$ cat src/hdl/request_router.sv
// Shared constants and the system request routing stage
package event_ctrl_pkg;
  // --------------------------------------------------------------
  // Register offsets
  // --------------------------------------------------------------
  localparam logic [7:0]  OFF_LATCH   = 8'h00;
  localparam logic [7:0]  OFF_MASK    = 8'h04;
  localparam logic [7:0]  OFF_PEND    = 8'h08;
  localparam logic [7:0]  OFF_PMASK   = 8'h0c;
  localparam logic [7:0]  OFF_STATUS  = 8'h10;
  localparam logic [7:0]  OFF_WAKE    = 8'h14;
  localparam logic [7:0]  OFF_ASSIGN0 = 8'h18;
  localparam logic [7:0]  OFF_ASSIGN1 = 8'h1c;
  localparam logic [7:0]  OFF_ASSIGN2 = 8'h20;
  // --------------------------------------------------------------
  // Reset values
  // --------------------------------------------------------------
  localparam logic [31:0] RST_ASSIGN0 = 32'h1000_0000;
  localparam logic [31:0] RST_ASSIGN1 = 32'h3332_2221;
  localparam logic [31:0] RST_ASSIGN2 = 32'h6665_5444;
  localparam logic [15:0] RST_MASK    = 16'h0000;
  localparam logic [31:0] RST_PMASK   = 32'h0000_0000;
  localparam logic [31:0] RST_WAKE    = 32'h0000_0000;
  // --------------------------------------------------------------
  // Field layout and counts
  // --------------------------------------------------------------
  localparam int          NUM_GEN     = 9;
  localparam int          ASSIGN_W    = 4;
  localparam int          MAX_SRC     = 24;
  localparam logic [3:0]  GEN_BASE    = 4'h7;
  localparam logic [6:0]  FIXED_EVENTS = 7'h6f;
  localparam logic [1:0]  RESP_OKAY   = 2'b00;
  localparam logic [1:0]  RESP_SLVERR = 2'b10;
endpackage

`timescale 1ns/1ps
module request_router #(
  parameter int NUM_SRC = 24
) (
  input  wire logic [NUM_SRC-1:0] req_i,
  input  wire logic [NUM_SRC-1:0] pmask_i,
  input  wire logic [NUM_SRC-1:0] wake_en_i,
  input  wire logic [95:0]        assign_i,
  input  wire logic               idle_i,
  output logic [8:0]              gen_req_o,
  output logic                    wake_o
);
  if (NUM_SRC < 1 || NUM_SRC > event_ctrl_pkg::MAX_SRC) begin : g_chk
    $error("request_router: NUM_SRC out of range");
  end

  // ------------------------------------------------------------
  // Merge unmasked requests onto their assigned general inputs
  // ------------------------------------------------------------
  always_comb begin
    logic [3:0] tgt;
    tgt       = 4'h0;
    gen_req_o = 9'h000;
    for (int s = 0; s < NUM_SRC; s++) begin
      tgt = assign_i[s*event_ctrl_pkg::ASSIGN_W +: 4];
      if (req_i[s] && pmask_i[s] &&
          (int'(tgt) < event_ctrl_pkg::NUM_GEN)) begin
        gen_req_o[tgt] = 1'b1;
      end
    end
    wake_o = idle_i && ((req_i & wake_en_i) != '0);
  end
endmodule

$ cat src/hdl/event_controller.sv
// Two-stage event controller with AXI4-Lite register access
// Function
// - Software reroutes requests via assignment registers
// - Default wakeup, errors to 7; RTC, DMA0 to 8
// - Default DMA channels 1-4 to input 9
// - Default DMA 5-7 to 10, timers to 11
// - Default flags to 12; memory DMA, watchdog 13
// - Three 16-bit core registers, bit per event
// - Latch sets on event, clears on acceptance
// - Latch writes only where mask bit clear
// - Mask bit set allows service; supervisor access
// - Global enable gates general inputs
// - Pending tracks nested active events, read-only
// - Three 32-bit per-source system registers
// - System mask gates each peripheral request
// - Status shows live peripheral request level
// - Enabled request wakes idled core
// - Pending bits acknowledge general inputs
// - Rising edge latched after two cycles
// - Latch clears at pending; next edge queued
// - Pending at least three cycles after edge
// - Lower event number means higher priority
// - Nine nested general inputs, higher preempts
//
// Our own choices: register access over AXI4-Lite and the placing of the registers.
`timescale 1ns/1ps
module event_controller #(
  parameter int NUM_SRC = 24
) (
  input  wire logic               mclk_i,
  input  wire logic               reset_i,
  input  wire logic [NUM_SRC-1:0] periph_req_i,
  input  wire logic [6:0]         core_event_i,
  input  wire logic               accept_i,
  input  wire logic               return_i,
  input  wire logic [3:0]         return_lvl_i,
  input  wire logic               gie_set_i,
  input  wire logic               gie_clr_i,
  input  wire logic               idle_i,
  output logic                    offer_o,
  output logic [3:0]              offer_lvl_o,
  output logic [15:0]             pending_o,
  output logic [8:0]              gen_input_o,
  output logic                    wake_o,
  input  wire logic               awvalid_i,
  output logic                    awready_o,
  input  wire logic [7:0]         awaddr_i,
  input  wire logic [2:0]         awprot_i,
  input  wire logic               wvalid_i,
  output logic                    wready_o,
  input  wire logic [31:0]        wdata_i,
  input  wire logic [3:0]         wstrb_i,
  output logic                    bvalid_o,
  input  wire logic               bready_i,
  output logic [1:0]              bresp_o,
  input  wire logic               arvalid_i,
  output logic                    arready_o,
  input  wire logic [7:0]         araddr_i,
  input  wire logic [2:0]         arprot_i,
  output logic                    rvalid_o,
  input  wire logic               rready_i,
  output logic [31:0]             rdata_o,
  output logic [1:0]              rresp_o
);
  if (NUM_SRC < 1 || NUM_SRC > event_ctrl_pkg::MAX_SRC) begin : g_chk
    $error("event_controller: NUM_SRC out of range");
  end

  // --------------------------------------------------------------
  // State
  // --------------------------------------------------------------
  typedef struct packed {
    logic [NUM_SRC-1:0] sync1;
    logic [NUM_SRC-1:0] sync2;
    logic [8:0]         gen_q;
    logic [8:0]         gen_prev;
    logic [8:0]         edge_q;
    logic [15:0]        latch;
    logic [15:0]        mask;
    logic [15:0]        pend;
    logic               gie;
    logic [31:0]        pmask;
    logic [31:0]        wake_en;
    logic [2:0][31:0]   asg;
    logic               offer;
    logic [3:0]         offer_lvl;
    logic               wake;
    logic               aw_have;
    logic               w_have;
    logic [7:0]         aw_addr;
    logic               aw_priv;
    logic [31:0]        w_data;
    logic [3:0]         w_strb;
    logic               aw_rdy;
    logic               w_rdy;
    logic               bvalid;
    logic [1:0]         bresp;
    logic               ar_rdy;
    logic               rvalid;
    logic [1:0]         rresp;
    logic [31:0]        rdata;
  } state_t;

  state_t st_r;
  state_t st_nxt;
  logic [8:0] gen_req;
  logic       wake_req;

  // Lowest set index of a vector, found flag on top
  function automatic logic [4:0] first_set(input logic [15:0] v);
    logic [4:0] r;
    r = 5'h00;
    for (int i = 15; i >= 0; i--) begin
      if (v[i]) begin
        r = {1'b1, 4'(i)};
      end
    end
    return r;
  endfunction

  // Byte-lane merge of a write into an old value
  function automatic logic [31:0] merge(input logic [31:0] old,
                                        input logic [31:0] wd,
                                        input logic [3:0]  be);
    logic [31:0] r;
    r = old;
    for (int b = 0; b < 4; b++) begin
      if (be[b]) begin
        r[8*b +: 8] = wd[8*b +: 8];
      end
    end
    return r;
  endfunction

  // --------------------------------------------------------------
  // System request stage
  // --------------------------------------------------------------
  request_router #(
    .NUM_SRC (NUM_SRC)
  ) u_router (
    .req_i     (st_r.sync2),
    .pmask_i   (st_r.pmask[NUM_SRC-1:0]),
    .wake_en_i (st_r.wake_en[NUM_SRC-1:0]),
    .assign_i  (st_r.asg),
    .idle_i    (idle_i),
    .gen_req_o (gen_req),
    .wake_o    (wake_req)
  );

  // --------------------------------------------------------------
  // Next-state logic
  // --------------------------------------------------------------
  always_comb begin
    logic [31:0] wv;
    logic [31:0] rd;
    logic [15:0] sw;
    logic [15:0] elig;
    logic [8:0]  ack;
    logic [4:0]  top;
    logic [4:0]  cand;
    wv     = 32'h0000_0000;
    rd     = 32'h0000_0000;
    sw     = 16'h0000;
    elig   = 16'h0000;
    ack    = 9'h000;
    top    = 5'h00;
    cand   = 5'h00;
    st_nxt = st_r;

    // Request synchronisers and edge detection
    st_nxt.sync1    = periph_req_i;
    st_nxt.sync2    = st_r.sync1;
    st_nxt.gen_prev = st_r.gen_q;
    st_nxt.edge_q   = st_r.gen_q & ~st_r.gen_prev;

    // Global enable, set wins over clear
    if (gie_clr_i) begin
      st_nxt.gie = 1'b0;
    end
    if (gie_set_i) begin
      st_nxt.gie = 1'b1;
    end

    // Write channel capture
    if (awvalid_i && st_r.aw_rdy) begin
      st_nxt.aw_have = 1'b1;
      st_nxt.aw_addr = awaddr_i;
      st_nxt.aw_priv = awprot_i[0];
    end
    if (wvalid_i && st_r.w_rdy) begin
      st_nxt.w_have = 1'b1;
      st_nxt.w_data = wdata_i;
      st_nxt.w_strb = wstrb_i;
    end
    if (st_r.bvalid && bready_i) begin
      st_nxt.bvalid = 1'b0;
    end

    // Register write, privileged only
    if (st_r.aw_have && st_r.w_have && !st_r.bvalid) begin
      st_nxt.aw_have = 1'b0;
      st_nxt.w_have  = 1'b0;
      st_nxt.bvalid  = 1'b1;
      st_nxt.bresp   = event_ctrl_pkg::RESP_OKAY;
      wv = st_r.w_data;
      if (!st_r.aw_priv) begin
        st_nxt.bresp = event_ctrl_pkg::RESP_SLVERR;
      end else begin
        case ({st_r.aw_addr[7:2], 2'b00})
          event_ctrl_pkg::OFF_LATCH: begin
            wv = merge({16'h0000, st_r.latch}, st_r.w_data, st_r.w_strb);
            sw = wv[15:0];
            st_nxt.latch = (st_r.latch & st_r.mask) |
                           (sw & ~st_r.mask);
          end
          event_ctrl_pkg::OFF_MASK: begin
            wv = merge({16'h0000, st_r.mask}, st_r.w_data, st_r.w_strb);
            st_nxt.mask = wv[15:0];
          end
          event_ctrl_pkg::OFF_PMASK: begin
            st_nxt.pmask = merge(st_r.pmask, wv, st_r.w_strb);
          end
          event_ctrl_pkg::OFF_WAKE: begin
            st_nxt.wake_en = merge(st_r.wake_en, wv, st_r.w_strb);
          end
          event_ctrl_pkg::OFF_ASSIGN0: begin
            st_nxt.asg[0] = merge(st_r.asg[0], wv, st_r.w_strb);
          end
          event_ctrl_pkg::OFF_ASSIGN1: begin
            st_nxt.asg[1] = merge(st_r.asg[1], wv, st_r.w_strb);
          end
          event_ctrl_pkg::OFF_ASSIGN2: begin
            st_nxt.asg[2] = merge(st_r.asg[2], wv, st_r.w_strb);
          end
          event_ctrl_pkg::OFF_PEND,
          event_ctrl_pkg::OFF_STATUS: begin
            st_nxt.bresp = event_ctrl_pkg::RESP_OKAY;
          end
          default: begin
            st_nxt.bresp = event_ctrl_pkg::RESP_SLVERR;
          end
        endcase
      end
    end

    // Read channel
    if (st_r.rvalid && rready_i) begin
      st_nxt.rvalid = 1'b0;
    end
    if (arvalid_i && st_r.ar_rdy) begin
      st_nxt.rvalid = 1'b1;
      st_nxt.rresp  = event_ctrl_pkg::RESP_OKAY;
      case ({araddr_i[7:2], 2'b00})
        event_ctrl_pkg::OFF_LATCH:   rd = {16'h0000, st_r.latch};
        event_ctrl_pkg::OFF_MASK:    rd = {16'h0000, st_r.mask};
        event_ctrl_pkg::OFF_PEND:    rd = {16'h0000, st_r.pend};
        event_ctrl_pkg::OFF_PMASK:   rd = st_r.pmask;
        event_ctrl_pkg::OFF_STATUS:  rd = 32'(st_r.sync2);
        event_ctrl_pkg::OFF_WAKE:    rd = st_r.wake_en;
        event_ctrl_pkg::OFF_ASSIGN0: rd = st_r.asg[0];
        event_ctrl_pkg::OFF_ASSIGN1: rd = st_r.asg[1];
        event_ctrl_pkg::OFF_ASSIGN2: rd = st_r.asg[2];
        default: st_nxt.rresp = event_ctrl_pkg::RESP_SLVERR;
      endcase
      if (!arprot_i[0]) begin
        rd           = 32'h0000_0000;
        st_nxt.rresp = event_ctrl_pkg::RESP_SLVERR;
      end
      st_nxt.rdata = rd;
    end

    // Nesting: return releases, acceptance enters
    if (return_i) begin
      st_nxt.pend[return_lvl_i] = 1'b0;
    end
    if (accept_i && st_r.offer) begin
      st_nxt.pend[st_r.offer_lvl]  = 1'b1;
      st_nxt.latch[st_r.offer_lvl] = 1'b0;
    end

    // New events set latch bits, winning over clears
    st_nxt.latch = st_nxt.latch | {st_r.edge_q, 7'h00} |
                   {9'h000, core_event_i & event_ctrl_pkg::FIXED_EVENTS};

    // Pending rise acknowledges the general input
    ack = st_nxt.pend[15:7] & ~st_r.pend[15:7];
    st_nxt.gen_q = gen_req & ~ack;

    // Highest priority eligible event above the active level
    elig = st_nxt.latch & st_nxt.mask &
           {{9{st_nxt.gie}}, 7'h7f};
    top  = first_set(st_nxt.pend);
    cand = first_set(elig);
    st_nxt.offer     = cand[4] && (!top[4] || cand[3:0] < top[3:0]);
    st_nxt.offer_lvl = cand[3:0];
    st_nxt.wake      = wake_req;

    // Handshake readiness
    st_nxt.aw_rdy = !st_nxt.aw_have && !st_nxt.bvalid;
    st_nxt.w_rdy  = !st_nxt.w_have && !st_nxt.bvalid;
    st_nxt.ar_rdy = !st_nxt.rvalid;
  end

  // --------------------------------------------------------------
  // State register
  // --------------------------------------------------------------
  always_ff @(posedge mclk_i) begin
    if (reset_i) begin
      st_r         <= '0;
      st_r.mask    <= event_ctrl_pkg::RST_MASK;
      st_r.pmask   <= event_ctrl_pkg::RST_PMASK;
      st_r.wake_en <= event_ctrl_pkg::RST_WAKE;
      st_r.asg[0]  <= event_ctrl_pkg::RST_ASSIGN0;
      st_r.asg[1]  <= event_ctrl_pkg::RST_ASSIGN1;
      st_r.asg[2]  <= event_ctrl_pkg::RST_ASSIGN2;
    end else begin
      st_r <= st_nxt;
    end
  end

  // Outputs straight from the state register
  assign offer_o     = st_r.offer;
  assign offer_lvl_o = st_r.offer_lvl;
  assign pending_o   = st_r.pend;
  assign gen_input_o = st_r.gen_q;
  assign wake_o      = st_r.wake;
  assign awready_o   = st_r.aw_rdy;
  assign wready_o    = st_r.w_rdy;
  assign bvalid_o    = st_r.bvalid;
  assign bresp_o     = st_r.bresp;
  assign arready_o   = st_r.ar_rdy;
  assign rvalid_o    = st_r.rvalid;
  assign rdata_o     = st_r.rdata;
  assign rresp_o     = st_r.rresp;

  logic [8:0] gen_rise;
  logic [4:0] top_now;
  assign gen_rise = st_r.gen_q & ~st_r.gen_prev;
  assign top_now  = first_set(st_r.pend);
endmodule

$ cat config.mk
export PLATFORM = sky130hd
export DESIGN_NAME = event_controller
export DESIGN_NICKNAME = d
export VERILOG_FILES = /design/src/hdl/request_router.sv /design/src/hdl/event_controller.sv
export SDC_FILE = /design/constraint.sdc
export NUM_CORES = 1
export LEC_CHECK = 0
export BUFFER_PORTS_ARGS = -buffer_cell sky130_fd_sc_hd__buf_2
export CORE_UTILIZATION = 55
export CTS_CLUSTER_SIZE = 14
export DETAILED_ROUTE_END_ITERATION = 16
export GPL_ROUTABILITY_DRIVEN = 1
export PLACE_DENSITY_LB_ADDON = 0.12
export RECOVER_POWER = 100
export SETUP_SLACK_MARGIN = 0.1
export SLEW_MARGIN = 20
export SYNTH_ARGS = -nofsm -noshare
export SYNTH_HDL_FRONTEND = slang
export SYNTH_SLANG_ARGS = --single-unit
$ cat constraint.sdc
create_clock -name mclk_i -period 4.8 [get_ports mclk_i]
set_clock_uncertainty 0.1 [all_clocks]
set_input_delay 0.24 -clock mclk_i [delete_from_list [all_inputs] [get_ports mclk_i]]
set_output_delay 0.24 -clock mclk_i [all_outputs]
set_load 0.05 [all_outputs]
# [Word level (Yosys, flattened, before mapping)]
# Cells that the tools add are included.
[totals] regBits=378 word_cells=440 input_bits=105
[op_classes] n_reduce_logical=118 mux=140 bitwise_logic=43 n_eq_ne=16 order_cmp=77
[ops] op="case mux 32 bit (9 select lines)" n=1
[ops] op="two-way mux 9 bit" n=24
[ops] op="bitwise OR 9 bit" n=23
[ops] op="two-way mux 5 bit" n=32
[ops] op="less-than comparator 4 x 5 -> 1 bit, second input constant" n=26
[ops] op="demux 1 bit (select 4 bit)" n=26
[ops] op="greater-or-equal comparator 4 x 1 -> 1 bit, second input constant" n=26
[ops] op="bitwise AND 16 bit" n=6
[ops] op="less-than comparator 4 bit, second input constant" n=24
[ops] op="two-way mux 32 bit" n=3
[ops] op="logical AND 1 bit" n=86
[ops] op="two-way mux 16 bit" n=5
[ops] op="two-way mux 8 bit" n=10
[ops] op="AND reduction 4 bit" n=20
[ops] op="== test 6 x 3 -> 1 bit, second input constant" n=8
[ops] op="NOT 16 bit" n=3
[ops] op="bitwise OR 16 bit" n=3
[ops] op="two-way mux 35 bit" n=1
[ops] op="two-way mux 1 bit" n=32
[ops] op="bitwise AND 9 bit" n=3
[ops] op="NOT 9 bit" n=3
[ops] op="bitwise AND 24 bit" n=1
[ops] op="== test 6 x 2 -> 1 bit, second input constant" n=4
[ops] op="nonzero test 24 bit" n=1
[ops] op="other kinds (10)" n=23

# [Longest topological paths before layout]
[depth] word_depth=52 ltp_mapped=16 ltp_nobuf=14

# [Hierarchy]
# From an unflattened synthesis, not the netlist that was laid out.
[hier_totals] cells_unflattened=2265 hier_area_um2=18702.9
[modules_own_cells] mod="event_controller" seq_area_each_um2=7487.2 cells_each=1862 area_per_inst_um2=16113.0 n_inst=1
[modules_own_cells] mod="request_router" seq_area_each_um2=0.0 cells_each=403 area_per_inst_um2=2590.0 n_inst=1

# [Worst setup path before layout]
# OpenSTA, ideal clock, no wires.
[synth_timing] path_type="reg-to-reg" start="register st_r[82] (netlist bit)" end="register st_r (netlist bit offer_o)" setup_time_ns=0.074 arrival_time_ns=3.437 stages_incl_launch_ff=15 path_slack_ns=1.189 cell_sequence="dfxtp_1 -> or4_1 -> buf_6 -> nor4_4 -> mux2_1 -> a21oi_1 -> or3_4 -> nand4_1 -> nand2b_1 -> a311oi_2 -> ha_1 -> a21o_1 -> a21o_1 -> a221o_1 -> a31oi_1"
[synth_lines] element="start, declared" line_no="event_controller.sv:104" source="state_t st_r;"
[synth_lines] element="start signal, assigned" line_no="event_controller.sv:317" source="st_r <= st_nxt;"

# [Final worst setup path]
[layout_timing] start="register st_r[86] (netlist bit)" end="register st_r[169] (netlist bit)"
[layout_via] elab_chain_len=3
[layout_lines] element="logical AND 1 bit (2 in series)" line_no="event_controller.sv:200" source="if (st_r.aw_have && st_r.w_have && !st_r.bvalid) begin"
[layout_lines] element="AND reduction 4 bit (no line)"
# No other way between the ends.
# A chain may end at the register's enable or synchronous reset.

==> key figures <==
Critical path
  • Crit path kind: reg2reg
  • Arrival time of the worst setup path: 4.65 ns
  • Crit path required time: 5.01 ns
  • Setup crit start kind: flip-flop
  • Type of element capturing the critical path: flip-flop
  • CP max FO: 40

Clock tree
  • Number of hold-repair buffers added at the cts stage: 85
  • Clock-pin slew on the worst setup and hold paths: 0.06 ns
  • Total clock buffers created by CTS: 39
  • TritonCTS clock tree: built
  • H-Tree Depth: 2
  • Clock latency on the worst-skew pair: 0.56 ns
  • Master cell of the clock root buffer: sky130_fd_sc_hd__clkbuf_16
  • Post-CTS repair timing setup buffer count: 0
  • Post-CTS resize count: 0
  • CTS sink cnt: 374
  • Clock tree buffer depth: 3

Yosys
  • Share of synthesized registers carrying an async set or reset: 0%
  • Top flip-flop cell by instance count after synthesis: sky130_fd_sc_hd__dfxtp_1
  • Synth Warn #: 0
  • Mean instance size in the synthesized netlist: 8.13 um^2
  • Library cells used by synthesis: 78
  • Cell type with the highest aggregate area in the netlist: sky130_fd_sc_hd__dfxtp_1
  • Mapped Cells: 2,282
  • Area share of the leading cell type in the synthesized netlist: 40.3%
  • Cell Area, Synth: 18,600 um^2
  • Most numerous cell in the Yosys netlist: sky130_fd_sc_hd__dfxtp_1
  • Count of flip-flops with a built-in enable after synthesis: 0
  • Synth top area cells: sky130_fd_sc_hd__dfxtp_1 (40%), sky130_fd_sc_hd__nand2_1 (6.0%), sky130_fd_sc_hd__a21oi_1 (5.4%), sky130_fd_sc_hd__nor2_1 (4.9%), sky130_fd_sc_hd__mux2i_1 (4.4%)
  • Portion of the post-synthesis area used by sequential elements: 40.3%
  • Synthesized flop and latch total: 374
  • Most numerous cell types in the synthesized netlist: sky130_fd_sc_hd__dfxtp_1 (374), sky130_fd_sc_hd__nand2_1 (299), sky130_fd_sc_hd__nor2_1 (244)

Global route
  • Most Crowded Layer GR: met2
  • Global routing met2 resource utilization: 70.6%
  • Global Route met3 Usage: 9.78%
  • Total GRT Usage: 43.9%
  • Via count of the first global-routing pass: 17,600
  • Global-route wire length before repair: 110 mm
  • GR met1 Demand/Resource: 49.8%
  • Antenna violations before repair: 1
  • Overall overflow remaining after global route: 0
  • Pin count of the biggest net entering global routing: 153

STA
  • Crit path time final: 4.44 ns
  • Worst-Margin Slew: 3.25 ns
  • Count of final hold-check violations: 0
  • Headroom to the max-slew limit: -117%
  • Unrepaired setup endpoints after global routing: false
  • Setup total negative slack: 0 ns
  • Max-slew violation count: 267
  • Highest achievable clock rate: 225 MHz
  • Endpoints failing setup: 0
  • Share of the clock period used by the worst path after layout: 92.5%

Route
  • Wire length reported by the detailed router: 76.6 mm
  • Detailed-route DRC error count: 0
  • Number of iterations in the first detailed-routing pass: 7
  • Via-to-Cell Ratio: 6.50
  • Routed via count: 18,600
  • Routed wire length per instance: 26.8 um
  • Count of nets left with antenna violations after detail routing: 0
  • Drt initial violations: 1,941

Floorplan
  • Die width: 186 um
  • Area of the die: 34,500 um^2
  • Placeable core region: 32,900 um^2
  • Starting Density: 56.5%
  • Std-Cell Rows: 66
  • Count of pins on the block boundary: 177
  • Die Height: 186 um

Place
  • Routability congestion estimate: 1.09
  • PortBufs: 165
  • Instance area after placement: 19,200 um^2
  • Total half-perimeter wirelength after legalization and detailed placement: 56.5 mm

Pwr
  • Internal power: 5.18 mW
  • Power per standard cell area: 321 nW/um^2
  • Final total power: 6.81 mW
  • Net Sw Power: 1.63 mW
  • Static leakage power: 8.02 nW
  • Share of power burned in combinational logic: 5.8%
  • Part of the total power dissipated in the clock network: 46.8%
  • Part of the power in registers: 47.4%
  • Switching share of power: 24.0%
  • Max IR drop VDD: 293 uV

Finish
  • Fraction of final layout cells with drive strength greater than 1: 11.0%
  • Nets: 2,495
  • Final std cell area, no fill: 21,200 um^2
  • Synth-to-Final Area Change: 14.4%
  • Number of filler cells placed in the layout: 2,821

Run status
  • Violations in the final reports: max-capacitance violations, max-slew violations
  • Outcome: complete, but fails checks

Hold path
  • Worst hold path type: in2reg

Job
  • Max-cap viol count: 4
[cell families (layout without fill, tap and decap cells)]
logic type,after synthesis,in the layout,share of synthesized area [%]
flops,374,374,40.3
fa+ha+maj,3,3,0.202
mux,128,128,8.43
simple gates,1072,1072,28.7
other cells,1,5,0.0202
compound gates,460,460,15.9
buf+inv,244,379,6.34
[worst max-delay path, stage by stage, from the launching register on]
cell and delay (ns):
sky130_fd_sc_hd__dfxtp_1 0.43, sky130_fd_sc_hd__and4b_1 0.29, sky130_fd_sc_hd__clkbuf_1 0.72, sky130_fd_sc_hd__and2_1 0.23, sky130_fd_sc_hd__clkbuf_1 1.25, sky130_fd_sc_hd__nand2_1 0.77, sky130_fd_sc_hd__mux2i_1 0.36, sky130_fd_sc_hd__nor2_1 0.06
[placed cells by master (no fill, tap or decap), drive strengths merged, types with 13 or more instances in the layout]
| cell | Yosys | final |
|---|---|---|
| dfxtp | 374 | 374 |
| nand2 | 299 | 299 |
| nor2 | 244 | 244 |
| a21oi | 201 | 201 |
| clkbuf | 134 | 133 |
| nand3 | 127 | 127 |
| buf | 89 | 122 |
| nor2b | 92 | 92 |
| dlygate4sd3 | 0 | 85 |
| mux2i | 82 | 82 |
| nor3 | 76 | 76 |
| o21ai | 56 | 56 |
| a22oi | 49 | 49 |
| nand3b | 30 | 30 |
| and3 | 30 | 30 |
| nand4 | 30 | 30 |
| nor3b | 29 | 29 |
| mux2 | 26 | 26 |
| nor4 | 25 | 25 |
| a211o | 24 | 24 |
| inv | 21 | 23 |
| nand2b | 22 | 22 |
| mux4 | 20 | 20 |
| and2 | 18 | 18 |
| a31oi | 13 | 13 |
| a221oi | 13 | 13 |
[power by group through the flow]
| stage | Clock [mW] | Sequential, mW | Combinational [mW] |
|---|---|---|---|
| final | 3.19 | 3.23 | 0.393 |
| after global routing | 3.32 | 3.22 | 0.417 |
| after global placement | 0 | 3.29 | 0.318 |
| after floorplan | 0 | 3.26 | 0.210 |
| after detailed placement | 0 | 3.29 | 0.327 |
| after CTS | 3.18 | 3.22 | 0.382 |
[layer usage]
layer | routed length [um] | part of all wire, % | up-vias
li1 | - | - | 8283
met1 | 27500 | 36 | 8804
met2 | 34700 | 45 | 1164
met3 | 7210 | 9.4 | 355
met4 | 7220 | 9.4 | 0
met5 | 0 | 0 | -
[path summary, 6_finish.rpt]
path	from	to	slack, ns	depth (start not counted)
worst min register to register	st_r[313]$_SDFF_PP0_	st_r[304]$_SDFF_PP0_	0.28	1
worst min-delay path	awvalid_i	st_r[87]$_SDFF_PP0_	0.05	3
worst max-delay path	st_r[86]$_SDFF_PP0_	st_r[169]$_SDFFE_PP0P_	0.36	7
worst max register to register	st_r[86]$_SDFF_PP0_	st_r[169]$_SDFFE_PP0P_	0.36	7
[area by class of cell]
class	count	area [um^2]	share of cell area, %
multi-input combinational	1665	9900	46.6
sequential	374	7490	35.3
clock buffer	54	1120	5.30
timing repair buffer	286	1850	8.74
antenna	3	7.51	0.0354
tap	442	553	2.61
clock inverter	18	218	1.03
inverter	21	78.8	0.371
[registers in the layout, summed over array words and instances (netlist names)]
name and count:
bvalid_o 1, awready_o 1, rresp_o 1, offer_o 1
gen_input_o 9, offer_lvl_o 4, st_r 280, bresp_o 1
rvalid_o 1, arready_o 1, wready_o 1, pending_o 16
rdata_o 32, wake_o 1, st_nxt 24
[stage by stage]
step | util [%] | hold slack (ns) | setup WS [ns] | cells
after floorplan | - | 0.219 | 1.19 | 2283
after global placement | 58.3 | 0.272 | 0.739 | 2702
after detailed placement | 58.3 | 0.275 | 0.725 | 2703
after CTS | 65.0 | 0.0261 | 0.706 | 2860
after global routing | 64.6 | 0.0765 | 0.254 | 2861
final | 64.6 | 0.0454 | 0.358 | 2863
Power figures use the tool's default switching activity.
